[src/common/can_bt_pkg.sv]
package can_bt_pkg;
   // ==================================================
   // register word indices (byte address = index * 4)
   localparam logic [5:0] IDX_PH2_WAKE = 6'h28;
   localparam logic [5:0] IDX_SEG_SAMP = 6'h29;
   localparam logic [5:0] IDX_PRE_JUMP = 6'h2a;
   localparam logic [5:0] IDX_MODE = 6'h30;
   localparam logic [5:0] IDX_STATUS = 6'h31;

   // ==================================================
   // field positions
   localparam int unsigned PRE_BRP_LSB = 0;
   localparam int unsigned PRE_SJW_LSB = 6;
   localparam int unsigned SEG_PROP_LSB = 0;
   localparam int unsigned SEG_PH1_LSB = 3;
   localparam int unsigned SEG_TRIPLE_BIT = 6;
   localparam int unsigned SEG_SRC_BIT = 7;
   localparam int unsigned P2_LEN_LSB = 0;
   localparam int unsigned P2_WAKE_BIT = 6;
   localparam int unsigned MODE_CFG_BIT = 0;
   // only the length field and the wake filter bit are stored
   localparam logic [7:0] P2_WRITE_MASK = 8'h47;

   // ==================================================
   // reset values
   localparam logic [7:0] PRE_JUMP_RST = 8'h00;
   localparam logic [7:0] SEG_SAMP_RST = 8'h00;
   localparam logic [7:0] PH2_WAKE_RST = 8'h00;
   localparam logic [7:0] MODE_RST = 8'h01;

   // ==================================================
   // timing, in time quanta
   localparam logic [3:0] SYNC_QUANTA = 4'h1;
   localparam logic [3:0] PROC_TIME_QUANTA = 4'h2;

   typedef enum logic [1:0] {
      SEG_SYNC = 2'b00,
      SEG_PROP = 2'b01,
      SEG_PH1 = 2'b10,
      SEG_PH2 = 2'b11
   } seg_t;
endpackage

[src/rtl/tq_prescaler.sv]
`timescale 1ns/1ps
// ==================================================
// quantum generator: half tick every prescaler+1 cycles, quantum every second half
module tq_prescaler (
   input wire logic i_clk_sys,
   input wire logic i_rst_n,
   input wire logic i_restart,
   input wire logic [5:0] i_brp,
   output logic o_half_tick,
   output logic o_tq_tick
);
   logic [5:0] cnt_r;
   logic phase_r;
   logic wrap;

   // >= rather than == so a lowered prescaler cannot strand the counter
   assign wrap = (cnt_r >= i_brp);
   assign o_half_tick = ~i_restart & wrap;
   assign o_tq_tick = o_half_tick & phase_r;

   always_ff @(posedge i_clk_sys or negedge i_rst_n) begin
      if (!i_rst_n) begin
         cnt_r <= 6'h00;
         phase_r <= 1'b0;
      end else if (i_restart) begin
         cnt_r <= 6'h00;
         phase_r <= 1'b0;
      end else if (wrap) begin
         cnt_r <= 6'h00;
         phase_r <= ~phase_r;
      end else begin
         cnt_r <= cnt_r + 6'h01;
      end
   end
endmodule

[src/rtl/bt_majority.sv]
`timescale 1ns/1ps
// ==================================================
// bit value resolver: single sample or two-of-three vote
module bt_majority (
   input wire logic i_triple,
   input wire logic i_now,
   input wire logic i_half,
   input wire logic i_full,
   output logic o_bit
);
   logic vote;

   assign vote = (i_now & i_half) | (i_now & i_full) | (i_half & i_full);
   assign o_bit = i_triple ? vote : i_now;
endmodule

[src/rtl/can_bit_timing.sv]
// Implementation choice: the Wishbone interface to the registers.
`timescale 1ns/1ps
module can_bit_timing (
   input wire logic i_clk_sys,
   input wire logic i_rst_n,
   input wire logic i_wb_cyc,
   input wire logic i_wb_stb,
   input wire logic i_wb_we,
   input wire logic [7:0] i_wb_adr,
   input wire logic [3:0] i_wb_sel,
   input wire logic [31:0] i_wb_dat,
   output logic [31:0] o_wb_dat,
   output logic o_wb_ack,
   input wire logic i_bus_receive_pin,
   input wire logic i_bus_idle,
   input wire logic i_tx_dominant,
   output logic o_rx_bit,
   output logic o_sample_pulse,
   output logic o_bit_start,
   output logic o_wake_filter_en
);
   // ==================================================
   // register file
   logic [7:0] pre_jump_r;
   logic [7:0] seg_samp_r;
   logic [7:0] ph2_wake_r;
   logic [7:0] mode_r;
   logic ack_r;
   logic [31:0] rdat_r;
   logic req;
   logic wr_en;
   logic cfg_mode;
   logic [7:0] status;

   function automatic logic reg_hit(input logic [7:0] adr, input logic [5:0] idx);
      return (adr[7:2] == idx) && (adr[1:0] == 2'b00);
   endfunction

   assign req = i_wb_cyc & i_wb_stb & ~ack_r;
   // a write lands on the edge that samples ack, where the master completes it
   assign wr_en = i_wb_cyc & i_wb_stb & ack_r & i_wb_we & i_wb_sel[0];
   assign cfg_mode = mode_r[can_bt_pkg::MODE_CFG_BIT];
   assign o_wb_ack = ack_r;
   assign o_wb_dat = rdat_r;

   always_ff @(posedge i_clk_sys or negedge i_rst_n) begin
      if (!i_rst_n) begin
         ack_r <= 1'b0;
      end else begin
         ack_r <= req;
      end
   end

   // timing registers only move in configuration mode
   always_ff @(posedge i_clk_sys or negedge i_rst_n) begin
      if (!i_rst_n) begin
         pre_jump_r <= can_bt_pkg::PRE_JUMP_RST;
         seg_samp_r <= can_bt_pkg::SEG_SAMP_RST;
         ph2_wake_r <= can_bt_pkg::PH2_WAKE_RST;
      end else if (wr_en && cfg_mode) begin
         if (reg_hit(i_wb_adr, can_bt_pkg::IDX_PRE_JUMP)) begin
            pre_jump_r <= i_wb_dat[7:0];
         end
         if (reg_hit(i_wb_adr, can_bt_pkg::IDX_SEG_SAMP)) begin
            seg_samp_r <= i_wb_dat[7:0];
         end
         if (reg_hit(i_wb_adr, can_bt_pkg::IDX_PH2_WAKE)) begin
            ph2_wake_r <= i_wb_dat[7:0] & can_bt_pkg::P2_WRITE_MASK;
         end
      end
   end

   // mode register itself is always writable so software can leave and reenter
   always_ff @(posedge i_clk_sys or negedge i_rst_n) begin
      if (!i_rst_n) begin
         mode_r <= can_bt_pkg::MODE_RST;
      end else if (wr_en && reg_hit(i_wb_adr, can_bt_pkg::IDX_MODE)) begin
         mode_r <= {7'h00, i_wb_dat[can_bt_pkg::MODE_CFG_BIT]};
      end
   end

   // unmapped addresses answer with zero and ignore writes
   always_ff @(posedge i_clk_sys or negedge i_rst_n) begin
      if (!i_rst_n) begin
         rdat_r <= 32'h0000_0000;
      end else if (req) begin
         rdat_r <= 32'h0000_0000;
         if (reg_hit(i_wb_adr, can_bt_pkg::IDX_PRE_JUMP)) begin
            rdat_r[7:0] <= pre_jump_r;
         end
         if (reg_hit(i_wb_adr, can_bt_pkg::IDX_SEG_SAMP)) begin
            rdat_r[7:0] <= seg_samp_r;
         end
         if (reg_hit(i_wb_adr, can_bt_pkg::IDX_PH2_WAKE)) begin
            rdat_r[7:0] <= ph2_wake_r;
         end
         if (reg_hit(i_wb_adr, can_bt_pkg::IDX_MODE)) begin
            rdat_r[7:0] <= mode_r;
         end
         if (reg_hit(i_wb_adr, can_bt_pkg::IDX_STATUS)) begin
            rdat_r[7:0] <= status;
         end
      end
   end

   // ==================================================
   // decoded timing
   logic [5:0] brp;
   logic [3:0] sjw;
   logic [3:0] prop_len;
   logic [3:0] ph1_len;
   logic [3:0] ph2_len;
   logic [3:0] ph1_eff;
   logic [3:0] ph2_eff;
   logic [3:0] seg_len;
   logic [3:0] ph1_ext_r;
   logic [3:0] ph2_cut_r;
   logic triple;
   logic ph2_src;

   assign brp = pre_jump_r[can_bt_pkg::PRE_BRP_LSB +: 6];
   assign sjw = {2'b00, pre_jump_r[can_bt_pkg::PRE_SJW_LSB +: 2]} + 4'h1;
   assign prop_len = {1'b0, seg_samp_r[can_bt_pkg::SEG_PROP_LSB +: 3]} + 4'h1;
   assign ph1_len = {1'b0, seg_samp_r[can_bt_pkg::SEG_PH1_LSB +: 3]} + 4'h1;
   assign triple = seg_samp_r[can_bt_pkg::SEG_TRIPLE_BIT];
   assign ph2_src = seg_samp_r[can_bt_pkg::SEG_SRC_BIT];

   always_comb begin
      if (ph2_src) begin
         ph2_len = {1'b0, ph2_wake_r[can_bt_pkg::P2_LEN_LSB +: 3]} + 4'h1;
      end else if (ph1_len > can_bt_pkg::PROC_TIME_QUANTA) begin
         ph2_len = ph1_len;
      end else begin
         ph2_len = can_bt_pkg::PROC_TIME_QUANTA;
      end
   end

   assign ph1_eff = ph1_len + ph1_ext_r;
   assign ph2_eff = ph2_len - ph2_cut_r;

   // ==================================================
   // quantum generation and pin history
   logic restart;
   logic half_tick;
   logic tq_tick;
   logic rx_prev_r;
   logic [1:0] hist_r;
   logic vote_bit;
   logic edge_fall;

   tq_prescaler u_presc (
      .i_clk_sys(i_clk_sys),
      .i_rst_n(i_rst_n),
      .i_restart(restart),
      .i_brp(brp),
      .o_half_tick(half_tick),
      .o_tq_tick(tq_tick)
   );

   bt_majority u_vote (
      .i_triple(triple),
      .i_now(i_bus_receive_pin),
      .i_half(hist_r[0]),
      .i_full(hist_r[1]),
      .o_bit(vote_bit)
   );

   assign edge_fall = rx_prev_r & ~i_bus_receive_pin;

   always_ff @(posedge i_clk_sys or negedge i_rst_n) begin
      if (!i_rst_n) begin
         rx_prev_r <= 1'b1;
      end else begin
         rx_prev_r <= i_bus_receive_pin;
      end
   end

   // one entry per half quantum: [0] half a quantum back, [1] a full quantum back
   always_ff @(posedge i_clk_sys or negedge i_rst_n) begin
      if (!i_rst_n) begin
         hist_r <= 2'b11;
      end else if (half_tick) begin
         hist_r <= {hist_r[0], i_bus_receive_pin};
      end
   end

   // ==================================================
   // segment sequencer and synchronisation
   can_bt_pkg::seg_t state_r;
   logic [3:0] qcnt_r;
   logic [4:0] qbit_r;
   logic synced_r;
   logic seg_last;
   logic hard_sync;
   logic resync;
   logic pos_err;
   logic small_err;
   logic [3:0] neg_mag;

   always_comb begin
      unique case (state_r)
         can_bt_pkg::SEG_SYNC: seg_len = can_bt_pkg::SYNC_QUANTA;
         can_bt_pkg::SEG_PROP: seg_len = prop_len;
         can_bt_pkg::SEG_PH1: seg_len = ph1_eff;
         can_bt_pkg::SEG_PH2: seg_len = ph2_eff;
      endcase
   end

   assign seg_last = (qcnt_r == (seg_len - 4'h1));
   assign pos_err = (state_r == can_bt_pkg::SEG_PROP) || (state_r == can_bt_pkg::SEG_PH1);
   assign neg_mag = ph2_eff - qcnt_r;
   assign small_err = pos_err ? (qbit_r <= {1'b0, sjw}) : (neg_mag <= sjw);
   assign hard_sync = i_bus_idle & edge_fall;
   // resync needs a recessive last sample, one per bit, none inside the sync segment
   assign resync = ~i_bus_idle & edge_fall & ~synced_r & o_rx_bit
                   & (state_r != can_bt_pkg::SEG_SYNC) & ~(pos_err & i_tx_dominant);
   // configuration mode parks the sequencer at the start of a bit
   assign restart = cfg_mode | hard_sync | (resync & small_err);

   always_ff @(posedge i_clk_sys or negedge i_rst_n) begin
      if (!i_rst_n) begin
         state_r <= can_bt_pkg::SEG_SYNC;
         qcnt_r <= 4'h0;
         qbit_r <= 5'h00;
      end else if (restart) begin
         state_r <= can_bt_pkg::SEG_SYNC;
         qcnt_r <= 4'h0;
         qbit_r <= 5'h00;
      end else if (tq_tick) begin
         qbit_r <= qbit_r + 5'h01;
         if (!seg_last) begin
            qcnt_r <= qcnt_r + 4'h1;
         end else begin
            qcnt_r <= 4'h0;
            unique case (state_r)
               can_bt_pkg::SEG_SYNC: state_r <= can_bt_pkg::SEG_PROP;
               can_bt_pkg::SEG_PROP: state_r <= can_bt_pkg::SEG_PH1;
               can_bt_pkg::SEG_PH1: state_r <= can_bt_pkg::SEG_PH2;
               can_bt_pkg::SEG_PH2: begin
                  state_r <= can_bt_pkg::SEG_SYNC;
                  qbit_r <= 5'h00;
               end
            endcase
         end
      end
   end

   // phase adjustments last for one bit only
   always_ff @(posedge i_clk_sys or negedge i_rst_n) begin
      if (!i_rst_n) begin
         ph1_ext_r <= 4'h0;
         ph2_cut_r <= 4'h0;
         synced_r <= 1'b0;
      end else if (restart) begin
         ph1_ext_r <= 4'h0;
         ph2_cut_r <= 4'h0;
         synced_r <= hard_sync | resync;
      end else if (resync) begin
         synced_r <= 1'b1;
         if (pos_err) begin
            ph1_ext_r <= sjw;
         end else begin
            ph2_cut_r <= sjw;
         end
      end else if (tq_tick && seg_last && state_r == can_bt_pkg::SEG_PH2) begin
         ph1_ext_r <= 4'h0;
         ph2_cut_r <= 4'h0;
         synced_r <= 1'b0;
      end
   end

   // ==================================================
   // sampling and block outputs
   logic take_sample;
   logic bit_wrap;

   assign take_sample = tq_tick & seg_last & (state_r == can_bt_pkg::SEG_PH1) & ~restart;
   assign bit_wrap = tq_tick & seg_last & (state_r == can_bt_pkg::SEG_PH2) & ~restart;
   assign status = {5'h00, state_r, o_rx_bit};

   always_ff @(posedge i_clk_sys or negedge i_rst_n) begin
      if (!i_rst_n) begin
         o_rx_bit <= 1'b1;
         o_sample_pulse <= 1'b0;
      end else begin
         o_sample_pulse <= take_sample;
         if (take_sample) begin
            o_rx_bit <= vote_bit;
         end
      end
   end

   always_ff @(posedge i_clk_sys or negedge i_rst_n) begin
      if (!i_rst_n) begin
         o_bit_start <= 1'b0;
         o_wake_filter_en <= 1'b0;
      end else begin
         o_bit_start <= bit_wrap | ((hard_sync | resync) & restart);
         o_wake_filter_en <= ph2_wake_r[can_bt_pkg::P2_WAKE_BIT];
      end
   end
endmodule

[config.mk]
export PLATFORM = sky130hd
export DESIGN_NAME = can_bit_timing
export DESIGN_NICKNAME = d
export VERILOG_FILES = /design/src/common/can_bt_pkg.sv /design/src/rtl/tq_prescaler.sv /design/src/rtl/bt_majority.sv /design/src/rtl/can_bit_timing.sv
export SDC_FILE = /design/constraint.sdc
export NUM_CORES = 1
export LEC_CHECK = 0
export BUFFER_PORTS_ARGS = -buffer_cell sky130_fd_sc_hd__clkbuf_2
export CORE_ASPECT_RATIO = 0.8
export CORE_MARGIN = 4
export CORE_UTILIZATION = 50
export CTS_BUF_LIST = sky130_fd_sc_hd__clkbuf_8
export DETAILED_ROUTE_END_ITERATION = 10
export GPL_TIMING_DRIVEN = 0
export PLACE_DENSITY_LB_ADDON = 0.05
export SLEW_MARGIN = 20
export SYNTH_ARGS = -nofsm -noshare
export SYNTH_HDL_FRONTEND = slang
export SYNTH_SLANG_ARGS = --single-unit
[constraint.sdc]
create_clock -name i_clk_sys -period 5.5 [get_ports i_clk_sys]
set_input_delay 0.825 -clock i_clk_sys [delete_from_list [all_inputs] [get_ports i_clk_sys]]
set_output_delay 0.825 -clock i_clk_sys [all_outputs]
set_load 0.02 [all_outputs]
# --- After elaboration in Yosys (flattened, before gate mapping) ---
# Index checks and enable logic that the tools add are counted.
classes:
  add_sub_neg: 11
  n_bitwise: 38
  reduce_logical: 23
  mux: 35
  eq_ne: 11
  magnitude_cmp: 4
ops:
  columns: ["cell", "count"]
  rows:
  - ["two-way mux 4 bit", 12]
  - ["two-way mux 8 bit", 5]
  - ["== test 6 bit (second input constant)", 5]
  - ["AND 1 bit", 25]
  - ["two-way mux 5 bit", 4]
  - ["case mux 4 bit (4 select lines)", 1]
  - ["adder 3 x 1 -> 4 bit (second input constant)", 3]
  - ["two-way mux 6 bit", 2]
  - ["AND reduction 2 bit", 6]
  - ["logical AND 1 bit", 9]
  - ["case mux 2 bit (4 select lines)", 1]
  - ["nonzero test 2 bit", 4]
  - ["subtractor 4 bit", 2]
  - ["two-way mux 1 bit", 7]
  - ["NOT 1 bit", 7]
  - ["adder 6 x 1 -> 6 bit (second input constant)", 1]
  - [">= comparator 6 bit", 1]
  - ["two-way mux 2 bit", 3]
  - ["OR 1 bit", 6]
  - ["adder 5 x 1 -> 5 bit (second input constant)", 1]
  - ["<= comparator 5 x 3 -> 1 bit", 1]
  - ["adder 4 x 1 -> 4 bit (second input constant)", 1]
  - ["adder 4 bit", 1]
  - ["== test 2 bit (second input constant)", 2]
  - ["11 further kinds", 12]
word_totals:
  out_inout_bits: 37
  input_bits: 52
  word_cells: 142
  ff_bits: 64

# --- Logic depth before layout (Yosys ltp) ---
# Gate-level depths: netlist of the first run.
depth:
  ltp_word: 18
  mapped_depth: 17
  ltp_nobuf: 16

# --- Hierarchy ---
# A second synthesis of the first run with hierarchy kept.
hier_totals:
  cells_unflattened: 419
  hier_area_um2: 4159.0
by_module_without_submodules:
  columns: ["mod", "area_per_inst_um2", "seq_area_each_um2", "n_inst", "cells_each"]
  rows:
  - ["can_bit_timing", 3676.0, 1382.6, 1, 367]
  - ["tq_prescaler", 459.2, 175.2, 1, 49]
  - ["bt_majority", 23.8, 0.0, 1, 3]

# --- Worst setup path after synthesis of the first run ---
# OpenSTA, ideal clock, no wires.
synth_timing:
  path_kind: "flip-flop to flip-flop"
  startpoint: "reg seg_samp_r[4]"
  endpoint: "reg u_presc.cnt_r[2]"
  t_required_ns: 5.375
  synth_period_minus_slack_ns: 3.899
  arrival_time_ns: 3.774
  stages_incl_launch_ff: 17
  path_slack_ns: 1.601
  n_path_buf: 2
  setup_time_ns: 0.125
  cell_sequence: "dfrtp_1 ha_1 nor2_1 o21ai_0 inv_1 fa_1 fa_1 inv_1 ha_1 nor2b_1 o21a_1 o21ai_0 a31o_2 buf_2 or2_1 clkbuf_1 nor2_1"
synth_via:
  elab_chain_cells: 11
synth_lines:
  columns: ["element", "line_no", "text"]
  rows:
  - ["start, declared", "can_bit_timing.sv:25", "logic [7:0] seg_samp_r;"]
  - ["start signal, assigned", "can_bit_timing.sv:58", "seg_samp_r <= can_bt_pkg::SEG_SAMP_RST;"]
  - ["start signal, assigned", "can_bit_timing.sv:65", "seg_samp_r <= i_wb_dat[7:0];"]
  - ["adder 3 x 1 -> 4 bit (*)", "can_bit_timing.sv:124", "assign ph1_len = {1'b0, seg_samp_r[can_bt_pkg::SEG_PH1_LSB +: 3]} + 4'h1;"]
  - ["greater-than comparator 4 x 2 -> 1 bit", "can_bit_timing.sv:131", "end else if (ph1_len > can_bt_pkg::PROC_TIME_QUANTA) begin"]
  - ["two-way mux 4 bit (*)", "can_bit_timing.sv:131", null]
  - ["two-way mux 4 bit (*)", "can_bit_timing.sv:129", "if (ph2_src) begin"]
  - ["subtractor 4 bit (*)", "can_bit_timing.sv:139", "assign ph2_eff = ph2_len - ph2_cut_r;"]
  - ["subtractor 4 bit (*)", "can_bit_timing.sv:211", "assign neg_mag = ph2_eff - qcnt_r;"]
  - ["<= comparator 4 x 3 -> 1 bit (*)", "can_bit_timing.sv:212", "assign small_err = pos_err ? (qbit_r <= {1'b0, sjw}) : (neg_mag <= sjw);"]
  - ["two-way mux 1 bit (*)", "can_bit_timing.sv:212", null]
  - ["AND 1 bit (*)", "can_bit_timing.sv:218", "assign restart = cfg_mode | hard_sync | (resync & small_err);"]
  - ["OR 1 bit (*)", "can_bit_timing.sv:218", null]
  - ["two-way mux 6 bit (*)", "tq_prescaler.sv:25", "end else if (i_restart) begin"]
  - ["end signal, assigned", "tq_prescaler.sv:32", "cnt_r <= cnt_r + 6'h01;"]
  - ["end, declared", "tq_prescaler.sv:12", "logic [5:0] cnt_r;"]
# Every way passes the cells marked *; elsewhere a longest branch is shown, timed or not.
# A chain may end at the register's enable or synchronous reset.

# --- Worst setup path in the final report of the first run ---
layout_timing:
  startpoint: "reg seg_samp_r[4]"
  endpoint: "reg u_presc.cnt_r[3]"
# The elaborated chain is that of the path after synthesis.

==> results of run 1 <==
[cell usage after synthesis, types with 3 or more instances]
cell       n
a22oi_1    5
inv_1     29
xnor2_1    7
and2_1     5
nor2b_1    3
nand4_1    5
nand2b_1   7
mux2i_1    3
nor3_1     8
o21ai_1    4
clkbuf_1   8
fa_1       3
xor2_1     7
dfrtp_1   57
nand2_1   47
a21oi_1   14
a22o_1     8
buf_4     24
a21o_1     6
nand3_1   14
o22ai_1    3
ha_1      33
mux2_2    17
o21ai_0   28
and3_1     7
a31oi_1    6
nor2_1    27
dfstp_2    5
[cell families after synthesis]
| family | Yosys count | share of synthesized area [%] |
|---|---|---|
| buffers and inverters | 65 | 8.38 |
| adders and majority gates | 36 | 11.5 |
| xor gates and xnor gates | 16 | 3.93 |
| other | 1 | 0.0913 |
| AOI/OAI and AO/OA | 88 | 14.3 |
| and+or+nand+nor | 143 | 18.1 |
| muxes | 21 | 5.67 |
| DFF | 62 | 37.9 |
[per-layer routing]
layer  routed length (um)  share of wire [%]  track usage [%]
met1                 4700                 49             30.7
met2                 4310                 45             32.8
met3                  428                4.5             4.55
met4                   68               0.72             6.12
met5                    0                  0                0
[sequential cells by signal, summed over array words and instances (netlist names), 2 cells and up]
signal         cells
o_wb_dat           8
pre_jump_r         8
seg_samp_r         8
u_presc.cnt_r      6
qbit_r             5
ph2_wake_r         4
qcnt_r             4
ph1_ext_r          3
ph2_cut_r          3
hist_r             2
state_r            2
[stage by stage]
stage	util, %	power [uW]	hold WS [ns]	setup slack, ns
after floorplan	-	575	0.371	1.60
after global placement	56.8	609	0.397	1.20
after detailed placement	57.2	616	0.392	1.15
after CTS	59.6	1020	0.371	1.09
after global routing	59.6	1070	0.377	0.739
final	59.6	1010	0.371	1.12
[cell type report]
cell class,instances,area (um^2),share of cell area (%)
Multi-Input combinational cell,328,2290,48.3
Inverter,29,109,2.30
Timing Repair Buffer,38,215,4.54
Tap cell,108,135,2.85
Sequential cell,62,1560,32.9
Clock buffer,9,124,2.61
Clock inverter,7,73.8,1.56
Buffer,36,235,4.96
[placed cells by master, fill, tap and decap left out, types with 3 or more instances in the layout]
| master | Yosys | final |
|---|---|---|
| clkbuf_2 | 0 | 36 |
| a22o_1 | 8 | 8 |
| clkbuf_1 | 8 | 8 |
| a21oi_1 | 14 | 14 |
| xnor2_1 | 7 | 7 |
| nor2b_1 | 3 | 3 |
| nand3_1 | 14 | 14 |
| o21ai_0 | 28 | 28 |
| nor3_1 | 8 | 8 |
| a31oi_1 | 6 | 6 |
| xor2_1 | 7 | 7 |
| and3_1 | 7 | 7 |
| conb_1 | 1 | 24 |
| fa_1 | 3 | 3 |
| a21o_1 | 6 | 6 |
| buf_4 | 24 | 24 |
| nand2_1 | 47 | 47 |
| nand2b_1 | 7 | 7 |
| a22oi_1 | 5 | 5 |
| o21ai_1 | 4 | 4 |
| ha_1 | 33 | 33 |
| mux2_2 | 17 | 17 |
| mux2i_1 | 3 | 3 |
| and2_1 | 5 | 5 |
| o22ai_1 | 3 | 3 |
| nand4_1 | 5 | 5 |
| dfstp_2 | 5 | 5 |
| nor2_1 | 27 | 27 |
| inv_1 | 29 | 29 |
| clkbuf_8 | 0 | 9 |
| dfrtp_1 | 57 | 57 |
[critical path, cell delays in order (launching register included)]
cell,delay [ns]
dfrtp_1,0.46
ha_1,0.37
nor2_1,0.06
o21ai_0,0.24
inv_1,0.11
fa_1,0.53
fa_1,0.54
inv_1,0.04
ha_1,0.29
nor2b_1,0.13
o21a_1,0.15
o21ai_0,0.41
a31o_2,0.26
buf_2,0.22
or2_1,0.13
clkbuf_1,0.23
nor2_1,0.09
[report_power, final]
| part | switching, uW | internal, uW |
|---|---|---|
| clock | 198 | 211 |
| combinational | 63.8 | 50.3 |
| sequential | 18.0 | 474 |
[worst paths after layout]
path                                      startpoint                          to  slack, ns  depth (start not counted)
max                        seg_samp_r[4]$_DFFE_PN0P_  u_presc.cnt_r[3]$_DFF_PN0_       1.12                         16
min in group i_clk_sys     ph2_wake_r[6]$_DFFE_PN0P_  o_wake_filter_en$_DFF_PN0_       0.41                          0
max in group asynchronous                    i_rst_n       hist_r[1]$_DFFE_PN1N_       4.56                          2
min                                          i_rst_n       qbit_r[0]$_DFFE_PN0P_       0.37                          1
max reg2reg                seg_samp_r[4]$_DFFE_PN0P_  u_presc.cnt_r[3]$_DFF_PN0_       1.12                         16
min reg2reg                ph2_wake_r[6]$_DFFE_PN0P_  o_wake_filter_en$_DFF_PN0_       0.41                          0
==> flow_summary.json, run 1 <==
{
  "required_ns": 5.72,
  "worst_slew_pin_slew_ns": 0.700,
  "hold_viol": 0,
  "start_util_pct": 51.7,
  "drive_above_1_share_pct": 23.6,
  "yosysTopAreaCellShare_pct": 34.7,
  "crit_path_start_kind": "register",
  "finClkSkew_ns": 0.0133,
  "rsz0062_at_grt": "no",
  "syn_area_um2": 4110,
  "end_kind": "register",
  "numCtsBuffers": 9,
  "hold_path.class": "in -> async",
  "htreeDepth": 3,
  "num_io_pins": 89,
  "setup_violations": 0,
  "die_y_um": 89.0,
  "core_area_um2": 7950,
  "synth_cell_type_count": 64,
  "cp.arrival_ns": 4.60,
  "irDropWorstVdd_mv": 0.161,
  "grt_overflow_total": 0,
  "cts_resized": 0,
  "cts_sinks": 62,
  "outcome": "finished clean",
  "cts_root_buf": "clkbuf_8",
  "syn-mean-instance-area_um2": 9.50,
  "synth-edff-count": 0,
  "path_max_fanout": 10,
  "tritoncts": "built",
  "fmax_mhz": 228,
  "path_clk_slew_ns": 0.08,
  "antenna_found_initial": 0,
  "antenna-diode-count": 0,
  "hpwlAfterDp_um": 7490,
  "grt_usage_pct": 21.4,
  "detail-route-antenna-nets": 0,
  "yosysSeqAreaShare_pct": 37.9,
  "dieArea_um2": 9730,
  "grt_pass1_wl_um": 15900,
  "synth_warnings": 0,
  "nFillCells": 701,
  "p_leak_uw": 0.00235,
  "via_count": 3236,
  "post_cts_buffers": 0,
  "power_density_nw_per_um2": 214,
  "drtIter0Drc": 180,
  "viasPerCell": 5.24,
  "final-instance-count-excl-fill": 617,
  "clock_latency_ns": 0.35,
  "critPathKind": "reg -> reg",
  "wl_per_cell_um": 15.4,
  "nets": 592,
  "slew_headroom_pct": 53.0,
  "synth-async-reset-ratio_pct": 100,
  "postCtsHoldBufs": 0,
  "final_area_um2": 4740,
  "grt_max_degree": 47,
  "rows": 29,
  "setup_tns_ns": 0,
  "portBuffers": 37,
  "timing.final.crit_share_pct": 79.6,
  "dpl_cell_area_um2": 4540,
  "synth-seq-cells": 62,
  "wl_um": 9500,
  "finalCriticalPeriod_ns": 4.38,
  "drcViolationCount": 0,
  "gp_congestion": 0.841,
  "synth.largest_area_cell": "dfrtp_1",
  "synth_ff_type": "dfrtp_1",
  "dpl.cell_count": 601,
  "cts.path.max_buffers": 2,
  "drt_pre_antenna_iters": 5,
  "slew_viol_final": 0,
  "die_w_um": 109,
  "syn_to_final_growth_pct": 15.5,
  "cap_violations": 0,
  "grt_pass1_vias": 3150,
  "yosys-top-cells-area": "dfrtp_1, ha_1, mux2_2, buf_4, nand2_1",
  "syn_inst": 432
}
No activity file was read; power rests on OpenSTA's default activity.
==> run 2: changes to the inputs <==
--- a/config.mk
+++ b/config.mk
@@ -5,6 +5,7 @@
 export SDC_FILE = /design/constraint.sdc
 export NUM_CORES = 1
 export LEC_CHECK = 0
+export ABC_AREA = 1
 export BUFFER_PORTS_ARGS = -buffer_cell sky130_fd_sc_hd__clkbuf_2
 export CORE_ASPECT_RATIO = 0.8
 export CORE_MARGIN = 4
==> constraint.sdc (replaced) <==
create_clock -name i_clk_sys -period 4.55 [get_ports i_clk_sys]
set_input_delay 0.6825 -clock i_clk_sys [delete_from_list [all_inputs] [get_ports i_clk_sys]]
set_output_delay 0.6825 -clock i_clk_sys [all_outputs]
set_load 0.02 [all_outputs]
==> run 2 against run 1 <==
Design area increased by 1.5%. Via count increased by 12%. Clock skew decreased by 0.0027 ns. First-iteration DRC count increased by 29%. Fmax increased by 7.0%. Power increased by 71%. Sequential share of layout area decreased by 0.48 points. Register-to-register slack got worse by 0.66 ns. Critical path depth increased by 8. Clock power increased by 9.3%.
==> flow_summary.json, run 2 <==
{
  "synth_most_common_cell": "nand2_1",
  "yosysSeqAreaShare_pct": 37.0,
  "max_stage_delay_ns": 0.56,
  "p_sw_share_pct": 39.0,
  "irDropWorstVdd_mv": 0.279,
  "drtIter0Drc": 233,
  "rows": 29,
  "num_io_pins": 89,
  "syn-mean-instance-area_um2": 7.73,
  "crit_chain": "inv_1, a21oi_1, inv_1, o22ai_1, inv_1, ha_1, fa_1, fa_1, inv_1, ha_1, a21oi_1, nor2_1, o21ai_0, nand3_1, nand2_1, nand2_2, nand2_2, inv_4, nand2_4, inv_2, nand2_2, nand2_4, nand2_1, nand2_1",
  "viasPerCell": 4.99,
  "clock_latency_ns": 0.36,
  "numCtsBuffers": 9,
  "grt_max_degree": 43,
  "end_kind": "register",
  "antenna-diode-count": 0,
  "critPathCapture": "ph2_cut_r[0]$_DFFE_PN0P_",
  "crit_cells": 24,
  "synth-async-reset-ratio_pct": 100,
  "nets": 704,
  "finClkSkew_ns": 0.0106,
  "syn_area_um2": 4210,
  "yosys-top-cells-area": "dfrtp_1, nand2_1, ha_1, inv_1, o21ai_0",
  "critPathKind": "reg -> reg",
  "die_w_um": 111,
  "reg2reg_depth": 24,
  "synth_cell_type_count": 43,
  "grt_usage_pct": 20.7,
  "finalCriticalPeriod_ns": 4.09,
  "cap_violations": 0,
  "power_switching_uw": 677,
  "r2r_start": "seg_samp_r[5]$_DFFE_PN0P_",
  "setup_tns_ns": 0,
  "cts_sinks": 62,
  "syn_inst": 544,
  "die_y_um": 90.0,
  "power_density_nw_per_um2": 361,
  "cts_resized": 0,
  "slew_viol_final": 0,
  "worst-path-buf-inv": 6,
  "drt_pre_antenna_iters": 5,
  "postCtsHoldBufs": 0,
  "cts.path.max_buffers": 2,
  "gp_congestion": 0.905,
  "crit_top_cell": "inv_1",
  "path_max_fanout": 6,
  "cts_root_buf": "clkbuf_8",
  "reg2reg_setup_slack_ns": 0.46,
  "synth-edff-count": 0,
  "synth_ff_type": "dfrtp_1",
  "fmax_mhz": 244,
  "wl_um": 9940,
  "p_comb_share_pct": 35.2,
  "outcome": "finished clean",
  "clkPwrFrac_pct": 25.8,
  "tritoncts": "built",
  "dpl.cell_count": 713,
  "drcViolationCount": 0,
  "crit_path_start_kind": "register",
  "grt_pass1_vias": 3420,
  "htreeDepth": 3,
  "wl_per_cell_um": 13.6,
  "detail-route-antenna-nets": 0,
  "p_leak_uw": 0.00260,
  "dieArea_um2": 9950,
  "final_common_cell": "nand2_1",
  "synthTopCellsByCount": "nand2_1, inv_1, dfrtp_1",
  "drive_above_1_share_pct": 17.2,
  "p_int_uw": 1060,
  "grt_overflow_total": 0,
  "synth-seq-cells": 62,
  "setup_violations": 0,
  "hpwlAfterDp_um": 7970,
  "grt_pass1_wl_um": 16600,
  "rr_endpoint": "ph2_cut_r[0]$_DFFE_PN0P_",
  "syn_to_final_growth_pct": 14.4,
  "timing.final.crit_share_pct": 90.0,
  "hold_path.class": "in -> async",
  "hold_viol": 0,
  "via_count": 3637,
  "required_ns": 4.80,
  "synth.largest_area_cell": "dfrtp_1",
  "cp.arrival_ns": 4.34,
  "layout_common_cells": "nand2_1, inv_1, dfrtp_1",
  "start_util_pct": 52.2,
  "path_clk_slew_ns": 0.08,
  "core_area_um2": 8060,
  "yosysTopAreaCellShare_pct": 33.9,
  "worstSetupStartpoint": "seg_samp_r[5]$_DFFE_PN0P_",
  "portBuffers": 37,
  "final-instance-count-excl-fill": 729,
  "seq_power_share_pct": 39.1,
  "slowest_stage": "fa_1",
  "dpl_cell_area_um2": 4630,
  "cpLargestDelayFamily": "adder cells",
  "post_cts_buffers": 0,
  "final_area_um2": 4810,
  "rsz0062_at_grt": "no",
  "synth_warnings": 0,
  "antenna_found_initial": 0
}
==> run 2: changes by cell type in the layout (fill, tap and decap cells not counted), sizes merged, moves of 12 or more <==
cell	change
nand3	+22
nand2	+96
mux2	-18
inv	+62
o21ai	+12
nor2	+14
==> run 2: per-stage QoR <==
step	power, uW	hold WS [ns]	utilization, %	setup slack (ns)
floorplan	1140	0.374	-	1.07
global placement	1270	0.408	57.3	0.559
detailed placement	1300	0.412	57.5	0.481
CTS	1750	0.236	59.7	0.446
global route	1880	0.251	59.7	0.141
finish	1740	0.235	59.7	0.455
==> run 2: metal layers <==
layer,global-route usage (%),wire [um],part of all wire (%)
met1,29.2,4640,47
met2,30.9,4280,43
met3,7.38,933,9.4
met4,4.31,87,0.88
met5,0,0,0
==> run 2: power groups by stage <==
stage	Clock, uW	Combinational, uW	Sequential (uW)
6_report	447	611	679
5_1_grt	487	711	685
4_1_cts	460	611	677
3_5_place_dp	0	610	686
3_3_place_gp	0	585	686
2_1_floorplan	0	469	676
==> run 2: kinds of logic after synthesis <==
logic type               Yosys count  share of synthesized area (%)
buffers and inverters            118                           12.7
XOR/XNOR                          12                           2.50
adder cells (fa/ha/maj)           36                           11.2
flip-flops                        62                           37.0
AO/OA/AOI/OAI                     79                           10.6
AND/OR/NAND/NOR                  236                           25.8
other                              1                         0.0892
==> run 2: cell type report <==
type                            instances  area (um^2)
Sequential cell                        62         1560
Clock buffer                           10          138
Timing Repair Buffer                   38          208
Multi-Input combinational cell        387         2200
Inverter                               90          340
Tap cell                              108          135
Fill cell                             785         3250
Buffer                                 28          195
Clock inverter                          6         37.5
==> run 2: how the worst min path moves through the flow <==
stage,startpoint,to,slack [ns],cells after the start
after CTS,i_rst_n,ph1_ext_r[1]$_DFFE_PN0P_,0.24,1
after global placement,ph2_wake_r[6]$_DFFE_PN0P_,o_wake_filter_en$_DFF_PN0_,0.41,0
final,i_rst_n,ph1_ext_r[1]$_DFFE_PN0P_,0.23,1
after floorplan,ph2_wake_r[6]$_DFFE_PN0P_,o_wake_filter_en$_DFF_PN0_,0.37,0
after detailed placement,ph2_wake_r[6]$_DFFE_PN0P_,o_wake_filter_en$_DFF_PN0_,0.41,0
after global routing,i_rst_n,ph1_ext_r[1]$_DFFE_PN0P_,0.25,1
==> run 2: worst register-to-register path: stages, from the launching register on <==
cell,delay (ns)
dfrtp_1,0.52
inv_1,0.07
a21oi_1,0.14
inv_1,0.08
o22ai_1,0.12
inv_1,0.09
ha_1,0.22
fa_1,0.54
fa_1,0.56
inv_1,0.05
ha_1,0.30
a21oi_1,0.16
nor2_1,0.05
o21ai_0,0.15
nand3_1,0.10
nand2_1,0.08
nand2_2,0.08
nand2_2,0.16
inv_4,0.08
nand2_4,0.09
inv_2,0.05
nand2_2,0.13
nand2_4,0.07
nand2_1,0.05
nand2_1,0.05
==> run 3: changes to the inputs <==
--- a/config.mk
+++ b/config.mk
@@ -5,7 +5,6 @@
 export SDC_FILE = /design/constraint.sdc
 export NUM_CORES = 1
 export LEC_CHECK = 0
-export ABC_AREA = 1
 export BUFFER_PORTS_ARGS = -buffer_cell sky130_fd_sc_hd__clkbuf_2
 export CORE_ASPECT_RATIO = 0.8
 export CORE_MARGIN = 4
==> run 3 against run 2 <==
Hold slack worse by 0.0065 ns. Critical path depth decreased by 9. Sequential power shrank 13%. Flip-flop and latch count stayed put. Clock skew is 0.0015 ns higher. Design area is 1.4% lower. Combinational power down 77%.
==> flow_summary.json, run 3 (synthesis results as in run 1) <==
{
  "rsz0062_at_grt": "no",
  "portBuffers": 37,
  "grt_pass1_wl_um": 15900,
  "fmax_mhz": 241,
  "antenna-diode-count": 0,
  "reg2reg_setup_slack_ns": 0.40,
  "cp.arrival_ns": 4.42,
  "grt_max_degree": 47,
  "postCtsHoldBufs": 0,
  "start_util_pct": 51.7,
  "cts_resized": 0,
  "crit_path_start_kind": "register",
  "ff_latch_area_um2": 1560,
  "worst_slew_pin_slew_ns": 0.699,
  "grt_usage_pct": 21.4,
  "power_density_nw_per_um2": 258,
  "die_w_um": 109,
  "viasPerCell": 5.27,
  "final_common_cell": "dfrtp_1",
  "cap_violations": 0,
  "p_leak_uw": 0.00236,
  "power_uw": 1230,
  "drive_above_1_share_pct": 23.8,
  "drtIter0Drc": 173,
  "cts_sinks": 62,
  "path_max_fanout": 6,
  "r2r_start": "seg_samp_r[4]$_DFFE_PN0P_",
  "hold_viol": 0,
  "rows": 29,
  "antenna_found_initial": 0,
  "drt_pre_antenna_iters": 5,
  "finalCriticalPeriod_ns": 4.15,
  "nets": 592,
  "seq_power_share_pct": 48.5,
  "cts_root_buf": "clkbuf_8",
  "wl_per_cell_um": 15.4,
  "timing.final.crit_share_pct": 91.3,
  "nFillCells": 701,
  "drcViolationCount": 0,
  "outcome": "finished clean",
  "path_clk_slew_ns": 0.08,
  "detail-route-antenna-nets": 0,
  "clock_latency_ns": 0.35,
  "die_y_um": 89.0,
  "syn_to_final_growth_pct": 15.5,
  "gp_congestion": 0.841,
  "slew_viol_final": 0,
  "irDropWorstVdd_mv": 0.195,
  "worstSetupStartpoint": "seg_samp_r[4]$_DFFE_PN0P_",
  "p_comb_share_pct": 11.2,
  "critPathKind": "reg -> reg",
  "hpwlAfterDp_um": 7490,
  "htreeDepth": 3,
  "power_switching_uw": 338,
  "dieArea_um2": 9730,
  "required_ns": 4.82,
  "grt_pass1_vias": 3150,
  "core_area_um2": 7950,
  "setup_violations": 0,
  "layout_common_cells": "dfrtp_1, nand2_1, clkbuf_2",
  "clkPwrFrac_pct": 40.3,
  "setup_tns_ns": 0,
  "wl_um": 9530,
  "hold_path.class": "in -> async",
  "numCtsBuffers": 9,
  "post_cts_buffers": 0,
  "cts.path.max_buffers": 2,
  "grt_overflow_total": 0,
  "num_io_pins": 89,
  "slew_headroom_pct": 53.1,
  "finClkSkew_ns": 0.0121,
  "p_sw_share_pct": 27.6,
  "tritoncts": "built",
  "multi_input_area_um2": 2290,
  "via_count": 3253,
  "p_int_uw": 888,
  "end_kind": "register"
}
## run 3: changes by cell type in the layout (fill, tap and decap cells not counted), moves of 11 or more
cell,before,now
inv_1,86,29
nand3_1,34,14
o21ai_0,39,27
nor2_1,38,27
mux2_2,0,17
nand2_1,132,47
## run 3: stage by stage
stage	cell area, um^2	hold slack [ns]	cells	worst slack (ns)	util [%]
final	4740	0.228	617	0.395	59.7
after global routing	4740	0.235	617	0.0448	59.7
after CTS	4740	0.229	617	0.143	59.6
after detailed placement	4540	0.392	601	0.198	57.2
after global placement	4510	0.397	600	0.246	56.8
after floorplan	4190	0.371	455	0.651	-
## run 3: layout make-up
cell class                 instances  area share (%)
multi-input combinational        328            48.4
tap                              108            2.85
clock inverter                     7            1.56
inverter                          29            2.29
sequential                        62            32.8
buffer                            36            4.96
clock buffer                       9            2.61
timing repair buffer              38            4.54
## run 3: per-layer routing
metal  routed length (um)  track usage, %
met1                 4670            30.7
met2                 4320            32.8
met3                  459            4.55
met4                   78            6.12
met5                    0               0
## run 3: final timing paths
kind	endpoint	cells past startpoint
worst min register to register	o_wake_filter_en$_DFF_PN0_	0
max in group asynchronous	hist_r[1]$_DFFE_PN1N_	2
min in group i_clk_sys	o_wake_filter_en$_DFF_PN0_	0
worst max-delay path	o_rx_bit$_DFFE_PN1P_	15
worst min-delay path	qbit_r[0]$_DFFE_PN0P_	1
worst max register to register	o_rx_bit$_DFFE_PN1P_	15
## run 3: critical path, stage by stage (launching register included)
cell,delay (ns)
dfrtp_1,0.46
ha_1,0.37
nor2_1,0.06
o21ai_0,0.24
inv_1,0.11
fa_1,0.53
o21ai_0,0.23
nand2b_1,0.08
ha_1,0.28
xnor2_1,0.16
nor3_4,0.16
or3b_1,0.38
nor4_2,0.22
nor3_2,0.16
nor3_2,0.29
mux2_1,0.35
## run 3: power by group through the flow
stage               combinational, uW  sequential [uW]  clock, uW
floorplan                        94.3              601          0
global placement                  130              606          0
detailed placement                139              605          0
CTS                               140              595        504
global route                      158              599        532
finish                            138              594        494
